## src/logic/mch_pkg.sv

```systemverilog
package mch_pkg;

    // ---------------------------------------------------------------
    // Timing
    // ---------------------------------------------------------------
    localparam int unsigned CLK_HZ = 40000000;
    localparam int unsigned CLK_PER_MS = CLK_HZ / 1000;
    // Unattended-answer abandon time, seconds
    localparam int unsigned NO_CARRIER_S = 30;
    localparam int unsigned NO_CARRIER_MS = NO_CARRIER_S * 1000;
    // Marking hold before request-to-send drops, ms
    localparam int unsigned MARK_HOLD_MS = 15;
    // Request-to-send to terminal-ready drop spacing, ms
    localparam int unsigned RTS_TO_DTR_MS = 15;
    // Echo-suppressor disable tone length, ms (centre of 300 +/- 50)
    localparam int unsigned TONE_MS = 300;
    // Longest permitted silence after suppressors are disabled, ms
    localparam int unsigned SILENCE_MAX_MS = 100;
    // Keep-alive margin: reverse channel starts well before the limit
    localparam int unsigned KEEPALIVE_MS = SILENCE_MAX_MS / 2;
    localparam int unsigned MS_W = 16;

    // ---------------------------------------------------------------
    // Sequencer states
    // ---------------------------------------------------------------
    typedef enum logic [3:0] {
        MCH_IDLE = 4'h0,
        MCH_ANSWER = 4'h1,
        MCH_WAIT_CTS = 4'h2,
        MCH_SEND = 4'h3,
        MCH_RECEIVE = 4'h4,
        MCH_TURN_MARK = 4'h5,
        MCH_HANGUP_MARK = 4'h6,
        MCH_HANGUP_GAP = 4'h7,
        MCH_TONE = 4'h8
    } mch_state_e;

    // Leads from the modem
    typedef struct packed {
        logic ring;
        logic set_ready;
        logic clear_to_send;
        logic carrier_detect;
        logic supervisory_rx;
    } mch_modem_in_s;

    // Leads to the modem
    typedef struct packed {
        logic terminal_ready;
        logic request_to_send;
        logic tx_marking;
        logic supervisory_tx;
        logic tone_2025;
    } mch_modem_out_s;

    // Requests from the terminal logic
    typedef struct packed {
        logic auto_answer;
        logic send_first;
        logic reverse_channel;
        logic gate_on_supervisory;
        logic msg_done;
        logic end_of_message_code_received;
        logic hangup;
        logic call_out;
    } mch_req_s;

    // Status to the terminal logic
    typedef struct packed {
        logic may_send;
        logic in_call;
        logic abandoned;
        logic ring_seen;
    } mch_stat_s;

endpackage : mch_pkg

```

## src/logic/mch_sequencer.sv

```systemverilog
`timescale 1ns/1ps
module mch_sequencer #(
    parameter int unsigned CLK_PER_MS = mch_pkg::CLK_PER_MS,
    parameter int unsigned NO_CARRIER_MS = mch_pkg::NO_CARRIER_MS
) (
    input wire logic sys_clk,
    input wire logic reset,
    input wire mch_pkg::mch_modem_in_s modem_in,
    input wire mch_pkg::mch_req_s req,
    output mch_pkg::mch_modem_out_s modem_out,
    output mch_pkg::mch_stat_s stat
);

    initial begin
        if (CLK_PER_MS < 2 || CLK_PER_MS > 65535) begin
            $error("CLK_PER_MS out of range");
        end
        if (NO_CARRIER_MS < 1 || NO_CARRIER_MS > 65535) begin
            $error("NO_CARRIER_MS out of range");
        end
    end

    // ---------------------------------------------------------------
    // State record
    // ---------------------------------------------------------------
    typedef struct packed {
        mch_pkg::mch_state_e state;
        logic [15:0] div;
        logic [mch_pkg::MS_W-1:0] ms;
        logic [mch_pkg::MS_W-1:0] quiet_ms;
        logic carrier_seen;
        logic suppressors_off;
        logic ring_prev;
        mch_pkg::mch_modem_out_s out;
        mch_pkg::mch_stat_s st;
    } mch_reg_s;

    mch_reg_s r;
    mch_reg_s next_r;
    logic tick;

    // Counter with saturation, one step per millisecond tick
    function automatic logic [mch_pkg::MS_W-1:0] ms_step(
        input logic [mch_pkg::MS_W-1:0] v,
        input logic t
    );
        ms_step = (t && v != {mch_pkg::MS_W{1'b1}}) ? v + 16'h0001 : v;
    endfunction : ms_step

    // ---------------------------------------------------------------
    // Next-state logic
    // ---------------------------------------------------------------
    always_comb begin
        next_r = r;
        tick = (r.div == 16'(CLK_PER_MS - 1));
        next_r.div = tick ? 16'h0000 : r.div + 16'h0001;
        next_r.ms = ms_step(r.ms, tick);
        next_r.st.ring_seen = 1'b0;
        next_r.ring_prev = modem_in.ring;
        // ring watched in every state, terminal-ready or not
        if (modem_in.ring && !r.ring_prev) begin
            next_r.st.ring_seen = 1'b1;
        end
        if (modem_in.carrier_detect) begin
            next_r.carrier_seen = 1'b1;
        end

        // silence tracker, counted whether or not suppressors are disabled
        if (r.out.request_to_send || r.out.supervisory_tx || r.out.tone_2025) begin
            next_r.quiet_ms = '0;
        end else begin
            next_r.quiet_ms = ms_step(r.quiet_ms, tick);
        end

        case (r.state)
            mch_pkg::MCH_IDLE: begin
                next_r.out = '0;
                next_r.out.tx_marking = 1'b1;
                next_r.st = '0;
                next_r.st.ring_seen = modem_in.ring && !r.ring_prev;
                next_r.carrier_seen = 1'b0;
                next_r.suppressors_off = 1'b0;
                next_r.ms = '0;
                // answer a ringing call by raising terminal-ready
                if ((req.auto_answer && modem_in.ring) || req.call_out) begin
                    next_r.out.terminal_ready = 1'b1;
                    next_r.state = mch_pkg::MCH_ANSWER;
                end
            end
            mch_pkg::MCH_ANSWER: begin
                next_r.st.in_call = modem_in.set_ready;
                if (req.hangup) begin
                    next_r.state = mch_pkg::MCH_HANGUP_MARK;
                    next_r.ms = '0;
                end else if (modem_in.set_ready && req.call_out && req.reverse_channel
                             && !r.suppressors_off) begin
                    // caller disables suppressors with a tone
                    next_r.out.tone_2025 = 1'b1;
                    next_r.ms = '0;
                    next_r.state = mch_pkg::MCH_TONE;
                end else if (modem_in.set_ready && req.send_first) begin
                    next_r.out.request_to_send = 1'b1;
                    next_r.out.supervisory_tx = 1'b0;
                    next_r.state = mch_pkg::MCH_WAIT_CTS;
                end else if (modem_in.set_ready) begin
                    next_r.state = mch_pkg::MCH_RECEIVE;
                end
            end
            mch_pkg::MCH_TONE: begin
                // Strictly past the count: the first tick may come at once after entry
                if (r.ms > 16'(mch_pkg::TONE_MS)) begin
                    next_r.out.tone_2025 = 1'b0;
                    next_r.suppressors_off = 1'b1;
                    next_r.state = mch_pkg::MCH_RECEIVE;
                end
            end
            mch_pkg::MCH_WAIT_CTS: begin
                // no own timing, wait for the modem's clear-to-send
                // send on clear-to-send, needing supervisory data as well if gated
                if (req.hangup) begin
                    next_r.state = mch_pkg::MCH_HANGUP_MARK;
                    next_r.ms = '0;
                end else if (modem_in.clear_to_send &&
                             (!req.gate_on_supervisory || modem_in.supervisory_rx)) begin
                    next_r.out.tx_marking = 1'b0;
                    next_r.st.may_send = 1'b1;
                    next_r.state = mch_pkg::MCH_SEND;
                end
            end
            mch_pkg::MCH_SEND: begin
                // terminal sends end-of-message code, then flags msg_done
                // start-of-message code is the first thing terminal sends
                if (req.msg_done || req.hangup) begin
                    next_r.st.may_send = 1'b0;
                    next_r.out.tx_marking = 1'b1;
                    next_r.ms = '0;
                    next_r.state = req.hangup ? mch_pkg::MCH_HANGUP_MARK
                                              : mch_pkg::MCH_TURN_MARK;
                end
            end
            mch_pkg::MCH_TURN_MARK: begin
                // after the drop the modem squelches; we then just receive
                // One tick past the count, so the hold is never a part-tick short
                if (r.ms > 16'(mch_pkg::MARK_HOLD_MS)) begin
                    next_r.out.request_to_send = 1'b0;
                    next_r.state = mch_pkg::MCH_RECEIVE;
                end
            end
            mch_pkg::MCH_RECEIVE: begin
                // reverse channel only while request-to-send is off
                // keep reverse channel up as line keep-alive
                next_r.out.supervisory_tx = req.reverse_channel &&
                    (r.suppressors_off || r.quiet_ms >= 16'(mch_pkg::KEEPALIVE_MS));
                // abandon a call on which carrier never came
                if (!r.carrier_seen && modem_in.set_ready && !modem_in.carrier_detect
                    && r.ms >= 16'(NO_CARRIER_MS)) begin
                    next_r.st.abandoned = 1'b1;
                    next_r.out.supervisory_tx = 1'b0;
                    next_r.out.terminal_ready = 1'b0;
                    next_r.state = mch_pkg::MCH_IDLE;
                end else if (req.hangup || !modem_in.set_ready) begin
                    next_r.out.supervisory_tx = 1'b0;
                    next_r.ms = '0;
                    next_r.state = mch_pkg::MCH_HANGUP_GAP;
                end else if (req.end_of_message_code_received) begin
                    // modem's 200 ms clear-to-send delay is awaited
                    next_r.out.supervisory_tx = 1'b0;
                    next_r.out.request_to_send = 1'b1;
                    next_r.state = mch_pkg::MCH_WAIT_CTS;
                end
            end
            mch_pkg::MCH_HANGUP_MARK: begin
                next_r.st.may_send = 1'b0;
                next_r.out.tx_marking = 1'b1;
                next_r.out.supervisory_tx = 1'b0;
                next_r.out.tone_2025 = 1'b0;
                if (r.ms > 16'(mch_pkg::MARK_HOLD_MS)) begin
                    next_r.out.request_to_send = 1'b0;
                    next_r.ms = '0;
                    next_r.state = mch_pkg::MCH_HANGUP_GAP;
                end
            end
            mch_pkg::MCH_HANGUP_GAP: begin
                // terminal-ready drops 15 ms after request-to-send
                if (r.ms > 16'(mch_pkg::RTS_TO_DTR_MS)) begin
                    next_r.out.terminal_ready = 1'b0;
                    next_r.state = mch_pkg::MCH_IDLE;
                end
            end
            default: begin
                next_r.state = mch_pkg::MCH_IDLE;
            end
        endcase
    end

    // ---------------------------------------------------------------
    // State register
    // ---------------------------------------------------------------
    // every counter clears on reset
    always_ff @(posedge sys_clk or posedge reset) begin
        if (reset) begin
            r <= '0;
            r.out.tx_marking <= 1'b1;
        end else begin
            r <= next_r;
        end
    end

    assign modem_out = r.out;
    assign stat = r.st;

endmodule : mch_sequencer

```

## config.mk

```make
export PLATFORM = sky130hd
export DESIGN_NAME = mch_sequencer
export DESIGN_NICKNAME = d
export VERILOG_FILES = /design/src/logic/mch_pkg.sv /design/src/logic/mch_sequencer.sv
export SDC_FILE = /design/constraint.sdc
export NUM_CORES = 1
export LEC_CHECK = 0
export BUFFER_PORTS_ARGS = -buffer_cell sky130_fd_sc_hd__clkbuf_2
export CORE_UTILIZATION = 30
export CTS_CLUSTER_DIAMETER = 200
export CTS_CLUSTER_SIZE = 8
export DETAILED_ROUTE_END_ITERATION = 10
export REMOVE_ABC_BUFFERS = 1
export SLEW_MARGIN = 20
export SYNTH_ARGS = -nofsm -noshare
export SYNTH_HDL_FRONTEND = slang
export SYNTH_SLANG_ARGS = --single-unit
```

## constraint.sdc

```tcl
create_clock -name sys_clk -period 4.73 [get_ports sys_clk]
set_input_delay 0.946 -clock sys_clk [delete_from_list [all_inputs] [get_ports sys_clk]]
set_output_delay 0.946 -clock sys_clk [all_outputs]
set_load 0.02 [all_outputs]
```

# == Word level (Yosys, flattened, before mapping) ==
# Index checks and enable logic that the tools add are counted.
# word_totals
word_cells,168
ramBits,0
latch_bits,0
input_bits,15
romBits,0
ff_bits,64
n_memories,0
# classes
order_cmp,4
eq_ne,31
reduce_logical,47
multipliers,0
n_div,0
n_bitwise,0
add_sub_neg,3
mux,67
n_shift,0
# ops
operator,count
16-bit two-way mux,11
16-bit one-hot mux with 6 select lines,1
4-bit two-way mux,15
"16-bit by 1-bit adder with 16-bit output, second input constant",3
4-bit one-hot mux with 9 select lines,1
"16-bit != test, second input constant",2
"2-bit != test, second input constant",16
1-bit two-way mux,28
"16-bit == test, second input constant",1
"4-bit by 3-bit == test with 1-bit output, second input constant",4
"16-bit by 15-bit >= comparator with 1-bit output, second input constant",1
"16-bit by 6-bit >= comparator with 1-bit output, second input constant",1
"16-bit by 4-bit > comparator with 1-bit output, second input constant",1
"16-bit by 9-bit > comparator with 1-bit output, second input constant",1
1-bit one-hot mux with 3 select lines,5
1-bit logical AND,13
4-bit AND reduction,3
3-bit nonzero test,4
2-bit nonzero test,5
9-bit AND reduction,1
"4-bit by 2-bit == test with 1-bit output, second input constant",2
8-bit AND reduction,1
1-bit logical OR,7
1-bit zero test,6
other kinds (14),19

# == Logic depth before layout (Yosys ltp) ==
# Gate-level depths: netlist of the first run.
# logic_depth
ltp_word,7
ltp_mapped,8
mapped_depth_nobuf,7

# == Worst setup path before layout of the first run ==
# No wires, ideal clock.
# synth_timing
path_type,input-to-reg
startpoint,in modem_in[3] in the netlist's numbering
endpoint,reg r[28] in the netlist's numbering
n_path_buf,2
cell_stages,7
path_slack_ns,2.051
arrival_time_ns,2.557
setup_ns,0.122
cell_sequence,clkbuf_1 > nand4b_1 > o211ai_1 > o211ai_1 > a211oi_1 > buf_2 > nor2_1
# synth_lines
item,line,rtl
"start, declared",mch_sequencer.sv:8,"input wire mch_pkg::mch_modem_in_s modem_in,"
"end signal, assigned",mch_sequencer.sv:205,r <= next_r;
"end, declared",mch_sequencer.sv:38,mch_reg_s r;

# == Worst setup path in the final report of the first run ==
# layout_timing
startpoint,reg r[61] in the netlist's numbering
endpoint,reg r[61] in the netlist's numbering
# layout_via
elab_chain_len,3
elab_cells_between_ends,20
cone_classes,eq/ne: 17; mux: 1; reduce/logical: 2
# layout_rtl
item,line,rtl
4-bit by 1-bit == test with 1-bit output (tied with other cells),mch_sequencer.sv:75,case (r.state)
5-bit != test (no source line) (tied with other cells),--,
9-bit AND reduction (no source line),--,
# Several ways; a longest one is shown, not always the timed one.
# A chain may end at the register's enable or synchronous reset.

==> results of run 1 <==
[state kept, by name (all words and copies together), names as in the netlist]
| register | cells |
|---|---|
| stat | 4 |
| r | 55 |
| modem_out | 5 |
[stage by stage]
step	setup WS (ps)	util (%)	hold WS (ps)
after floorplan	2037	-	377.7
after global placement	1795	32.79	386.8
after detailed placement	1676	32.79	389.9
after CTS	1903	35.26	397.1
after global routing	1626	35.32	409.0
final	1837	35.32	395.1
[per-layer routing]
layer  routed length, um  share of wire (%)  vias up
met3                 320                3.7       15
met4                 144                1.7        0
li1                    -                  -     1582
met2                3968                 46       81
met1                4214                 49     1545
met5                   0                  0        -
[Yosys cell counts, types with 4 or more instances]
library cell  count
a211oi_1         10
a21oi_1          22
and2_1            5
and3_1           11
and4_1            5
buf_4             9
clkbuf_1         15
dfrtp_1          63
ha_1              5
inv_1            15
nand2_1          30
nand2b_1          4
nand3_1          20
nand4_1          17
nor2_1           34
nor3_1           14
nor4_1           12
o211ai_1          7
o21ai_0          20
o31ai_1           4
or3_1            11
or4_1             7
xnor2_1          20
xor2_1            6
[kinds of logic after synthesis]
kind of cell,synth area share (%)
buf+inv,5.901
simple gates,27.50
mux,0.8243
flops,42.24
xor+xnor,6.001
fa+ha+maj,1.649
compound gates,15.89
[final cells by class]
type / instances / area, um^2
flip-flops and latches: 64 / 1603
clock inverters: 3 / 40.04
clock buffers: 13 / 260.3
well taps: 168 / 210.2
inverters: 15 / 56.30
multi-input cells: 314 / 1981
repair buffers: 27 / 145.1
fillers: 1251 / 7866
[layout by cell type, fill, tap and decap left out, types with 4 or more instances in the layout]
cell and n:
dfrtp_1 63, nor2_1 34, nand2_1 30, clkbuf_2 23
a21oi_1 22, nand3_1 20, o21ai_0 20, xnor2_1 20
nand4_1 17, inv_1 14, nor3_1 14, nor4_1 12
and3_1 11, or3_1 11, a211oi_1 9, clkbuf_16 9
or4_1 7, o211ai_1 7, xor2_1 6, and4_1 5
and2_1 5, ha_1 5, o31ai_1 4, nand2b_1 4
buf_4 4
[where the power goes]
group	switching [mW]	internal, mW	total, mW
sequential	0.0832	0.589	0.672
clock	0.225	0.435	0.660
combinational	0.284	0.167	0.451
total	0.593	1.19	1.78
[worst paths after layout]
path | startpoint | endpoint | slack [ps] | cells past startpoint
min in group asynchronous | reset | r[58] | 770 | 2
max reg2reg | r[61] | r[61] | 1840 | 5
max | r[61] | r[61] | 1840 | 5
min | r[9] | stat[0] | 400 | 1
min reg2reg | r[9] | stat[0] | 400 | 1
max in group asynchronous | reset | modem_out[2] | 3030 | 3
[worst max-delay path, cell delays in order, from the launching register on]
cell and delay, ps:
dfrtp_1 620, nor3_1 510, nand2_1 170, a2111oi_0 920
nor3_1 230, mux2_2 330
==> flow_metrics.env, run 1 <==
export IMPL_busiest_layer="met2"
export IMPL_stdcell_count=604
export IMPL_areaGrowthSynthToFinish_pct=13.19
export IMPL_cts_tree="yes"
export IMPL_cts_buffers=9
export IMPL_critPathLaunchType="register"
export IMPL_met2_usage_pct=21.94
export IMPL_port_buffers=23
export IMPL_cts_resized_gates=0
export IMPL_gp_congestion=0.8833
export IMPL_syn_inst=424
export IMPL_final_hold_viol_count=0
export IMPL_grt_pass1_wl_um=14940
export IMPL_dp_cells=588
export IMPL_drc=0
export IMPL_ys_warnings_count=0
export IMPL_fin_crit_sh_pct=61.17
export IMPL_synth_ff_type="dfrtp_1"
export IMPL_drive_gt1_share_pct=11.70
export IMPL_synth_top_cell_by_area="dfrtp_1"
export IMPL_grt_use_total_pct=14.17
export IMPL_start_util_pct=31.20
export IMPL_syn_avg_cell_area_um2=8.950
export IMPL_totalPowerFinal_mw=1.784
export IMPL_core_area_um2=12160
export IMPL_drtAntennaViolNets=0
export IMPL_wl_per_cell_um=14.32
export IMPL_cts_clk_slew_worst_paths_ps=50
export IMPL_use_met1_pct=19.42
export IMPL_synthTopCellsByArea="dfrtp_1 42%, xnor2_1 4.6%, nor2_1 3.4%, nand2_1 3.0%, a21oi_1 2.9%"
export IMPL_grt_ovfl_total=0
export IMPL_synth_top_area_share_pct=41.54
export IMPL_use_met3_pct=3.176
export IMPL_fin_area_um2=4295
export IMPL_firstDrtPassIters=5
export IMPL_cts_buffer_depth=2
export IMPL_fin_tns_setup_ps=0
export IMPL_arrival_ps=3100
export IMPL_hpwl_um=5977
export IMPL_num_rows=40
export IMPL_antenna_cells=0
export IMPL_p_leak_nw=1.752
export IMPL_clock_sinks=64
export IMPL_dieArea_um2=13100
export IMPL_vdd_drop_max_uv=146.9
export IMPL_clock_skew_ps=6.350
export IMPL_worstPathRequired_ps=4930
export IMPL_io_pins=24
export IMPL_grt_max_degree=40
export IMPL_cts_hold_buf=0
export IMPL_ctsHtreeMaxLevel=3
export IMPL_drt_wl_total_um=8647
export IMPL_viasPerCell=5.336
export IMPL_tightest_slew_ps=1029
export IMPL_max_slew_margin_rel_pct=29.61
export IMPL_ys_seq_area_share_pct=42.24
export IMPL_antenna_found_initial=0
export IMPL_grt_pass1_vias=3104
export IMPL_worstSetupPathType="register to register"
export IMPL_clock_latency_ps=320
export IMPL_die_w_um=114.5
export IMPL_setup_violations_final=0
export IMPL_ys_seq_elements=64
export IMPL_timing_max_cap_violations=0
export IMPL_timing_fmax_mhz=345.6
export IMPL_post_cts_buffers=0
export IMPL_rsz0062_at_grt="false"
export IMPL_power_per_cell_area_nw_per_um2=415.2
export IMPL_synthArstFlopShare_pct=100.0
export IMPL_vias=3223
export IMPL_syn_cell_area_um2=3795
export IMPL_synth_cell_types=59
export IMPL_final_max_slew_viol_count=0
export IMPL_hp_class="register to register"
export IMPL_place_area_um2=3988
export IMPL_crit_path_end_kind="register"
export IMPL_first_iter_violations=321
export IMPL_nets=451
export IMPL_die_y_um=114.5
export IMPL_status="finished clean"
export IMPL_fin_crit_ps=2893
export IMPL_critPathMaxFanout=23
export IMPL_clockRootBuffer="clkbuf_16"
export IMPL_synth_edf_count=0
(Power assumes the default switching activity.)
==> run 2: changes to the inputs <==
- clock period: 4.73 -> 2.4 ns (I/O delays scaled with it)
==> run 2 against run 1 <==
Compared with the run above:
- clock-buffer cell count down 3
- cell area rose by 3.7%
- cell count is 2.5% higher
- core utilization increased by 1.3 points
- clock power rose by 100%
- non-clock buffer count rose by 15
- global-route usage rose by 0.85 points
- via count increased by 3.4%
- first-iteration DRC count fell by 37%
- die area unchanged
- clock skew is 1.7 ps lower
- sequential power up 82%
- highest routed layer unchanged
==> flow_metrics.env, run 2 (same netlist as run 1, synthesis figures left out) <==
export IMPL_status="finished clean"
export IMPL_grt_ovfl_total=0
export IMPL_grt_pass1_vias=3217
export IMPL_power_per_cell_area_nw_per_um2=809.1
export IMPL_start_util_pct=31.20
export IMPL_p_int_mw=2.393
export IMPL_grt_max_degree=35
export IMPL_met1_length_um=4420
export IMPL_gp_congestion=0.8792
export IMPL_num_rows=40
export IMPL_pwr_share_clk_pct=36.7
export IMPL_clockRootBuffer="clkbuf_16"
export IMPL_cts_clk_slew_worst_paths_ps=60
export IMPL_firstDrtPassIters=4
export IMPL_seqCellArea_um2=1603
export IMPL_cts_buffer_depth=2
export IMPL_hpwl_um=6498
export IMPL_final_common_cell="dfrtp_1"
export IMPL_hp_class="input pin to asynchronous set/reset pin"
export IMPL_vdd_drop_max_uv=370.9
export IMPL_worstPathRequired_ps=2610
export IMPL_clock_latency_ps=330
export IMPL_timing_max_cap_violations=0
export IMPL_multi_input_area_um2=1994
export IMPL_antenna_cells=0
export IMPL_place_area_um2=4125
export IMPL_grt_use_total_pct=15.02
export IMPL_arrival_ps=2560
export IMPL_die_w_um=114.5
export IMPL_final_hold_viol_count=0
export IMPL_core_area_um2=12160
export IMPL_cts_tree="yes"
export IMPL_timing_fmax_mhz=425.3
export IMPL_p_seq_share_pct=33.8
export IMPL_largest_register="r"
export IMPL_critPathLaunchType="register"
export IMPL_routed_top_layer="met4"
export IMPL_ctsHtreeMaxLevel=3
export IMPL_antenna_found_initial=0
export IMPL_io_pins=24
export IMPL_p_comb_share_pct=29.5
export IMPL_final_max_slew_viol_count=0
export IMPL_drtAntennaViolNets=0
export IMPL_max_slew_margin_rel_pct=55.96
export IMPL_nets=466
export IMPL_rsz0062_at_grt="true"
export IMPL_p_switching_mw=1.210
export IMPL_p_leak_nw=1.827
export IMPL_fin_crit_sh_pct=97.98
export IMPL_dr_wl_met3_um=427
export IMPL_wl_per_cell_um=14.81
export IMPL_post_cts_buffers=0
export IMPL_dp_cells=603
export IMPL_crit_path_end_kind="register"
export IMPL_clock_skew_ps=4.606
export IMPL_viasPerCell=5.386
export IMPL_setup_violations_final=0
export IMPL_die_y_um=114.5
export IMPL_areaGrowthSynthToFinish_pct=17.38
export IMPL_met2_length_um=4219
export IMPL_cts_resized_gates=0
export IMPL_cts_buffers=9
export IMPL_first_iter_violations=202
export IMPL_clock_sinks=64
export IMPL_dieArea_um2=13100
export IMPL_vias=3334
export IMPL_fin_crit_ps=2352
export IMPL_critPathMaxFanout=11
export IMPL_p_sw_share_pct=33.59
export IMPL_fin_area_um2=4454
export IMPL_drive_gt1_share_pct=15.96
export IMPL_worstSetupPathType="register to register"
export IMPL_num_fill_cells=1271
export IMPL_largest_register_ffs=55
export IMPL_drt_wl_total_um=9167
export IMPL_grt_pass1_wl_um=15580
export IMPL_cts_hold_buf=0
export IMPL_tightest_slew_ps=651.8
export IMPL_stdcell_count=619
export IMPL_drc=0
export IMPL_port_buffers=23
export IMPL_layout_common_cells="63 x dfrtp_1, 34 x nor2_1, 30 x nand2_1, 23 x clkbuf_2, 22 x a21oi_1"
-- run 2: worst max-delay path, cell delays in order (launching register included) --
cell and delay (ps):
dfrtp_1 420, or4b_4 570, or4_4 650, nor4_1 370, xnor2_1 170, nor2_1 50
-- run 2: stage by stage --
stage	setup slack, ps	TNS (ps)	util (%)	total power [mW]	hold slack [ps]
6_report	48.49	0	36.63	3.604	102.5
5_1_grt	-16.97	-48.50	36.63	3.805	136.0
4_1_cts	35.55	0	36.45	3.642	106.0
3_5_place_dp	46.55	0	33.92	2.292	395.1
3_3_place_gp	122.6	0	33.92	2.291	388.8
2_1_floorplan	-292.7	-1534	-	1.910	377.7
-- run 2: final timing paths --
| kind | startpoint | to | slack, ps | cells after the start |
|---|---|---|---|---|
| worst max-delay path | r[52] | r[39] | 50 | 5 |
| worst min-delay path | reset | r[49] | 100 | 2 |
| worst max register to register | r[52] | r[39] | 50 | 5 |
| worst min register to register | r[9] | stat[0] | 400 | 1 |
| max in group asynchronous | reset | modem_out[2] | 1680 | 3 |
| min in group sys_clk | modem_in[4] | r[9] | 290 | 1 |
-- run 2: final cells by class --
class                           count  share of cell area [%]
Tap cell                          168                   4.719
Timing Repair Buffer               42                   6.348
Clock buffer                       10                   5.365
Inverter                           15                   1.264
Multi-Input combinational cell    314                   44.78
Sequential cell                    64                   35.98
Clock inverter                      6                   1.545
-- run 2: power groups by stage --
| stage | logic, mW | registers (mW) | clock network, mW |
|---|---|---|---|
| after floorplan | 0.567 | 1.34 | 0 |
| after global placement | 1.06 | 1.23 | 0 |
| after detailed placement | 1.05 | 1.24 | 0 |
| after CTS | 1.06 | 1.22 | 1.36 |
| after global routing | 1.17 | 1.23 | 1.41 |
| final | 1.06 | 1.22 | 1.32 |
-- run 2: routing by layer --
layer | vias to the layer above | GRT usage [%]
li1 | 1610 | -
met4 | 0 | 5.455
met5 | - | 0
met2 | 78 | 23.56
met1 | 1636 | 20.45
met3 | 10 | 3.123
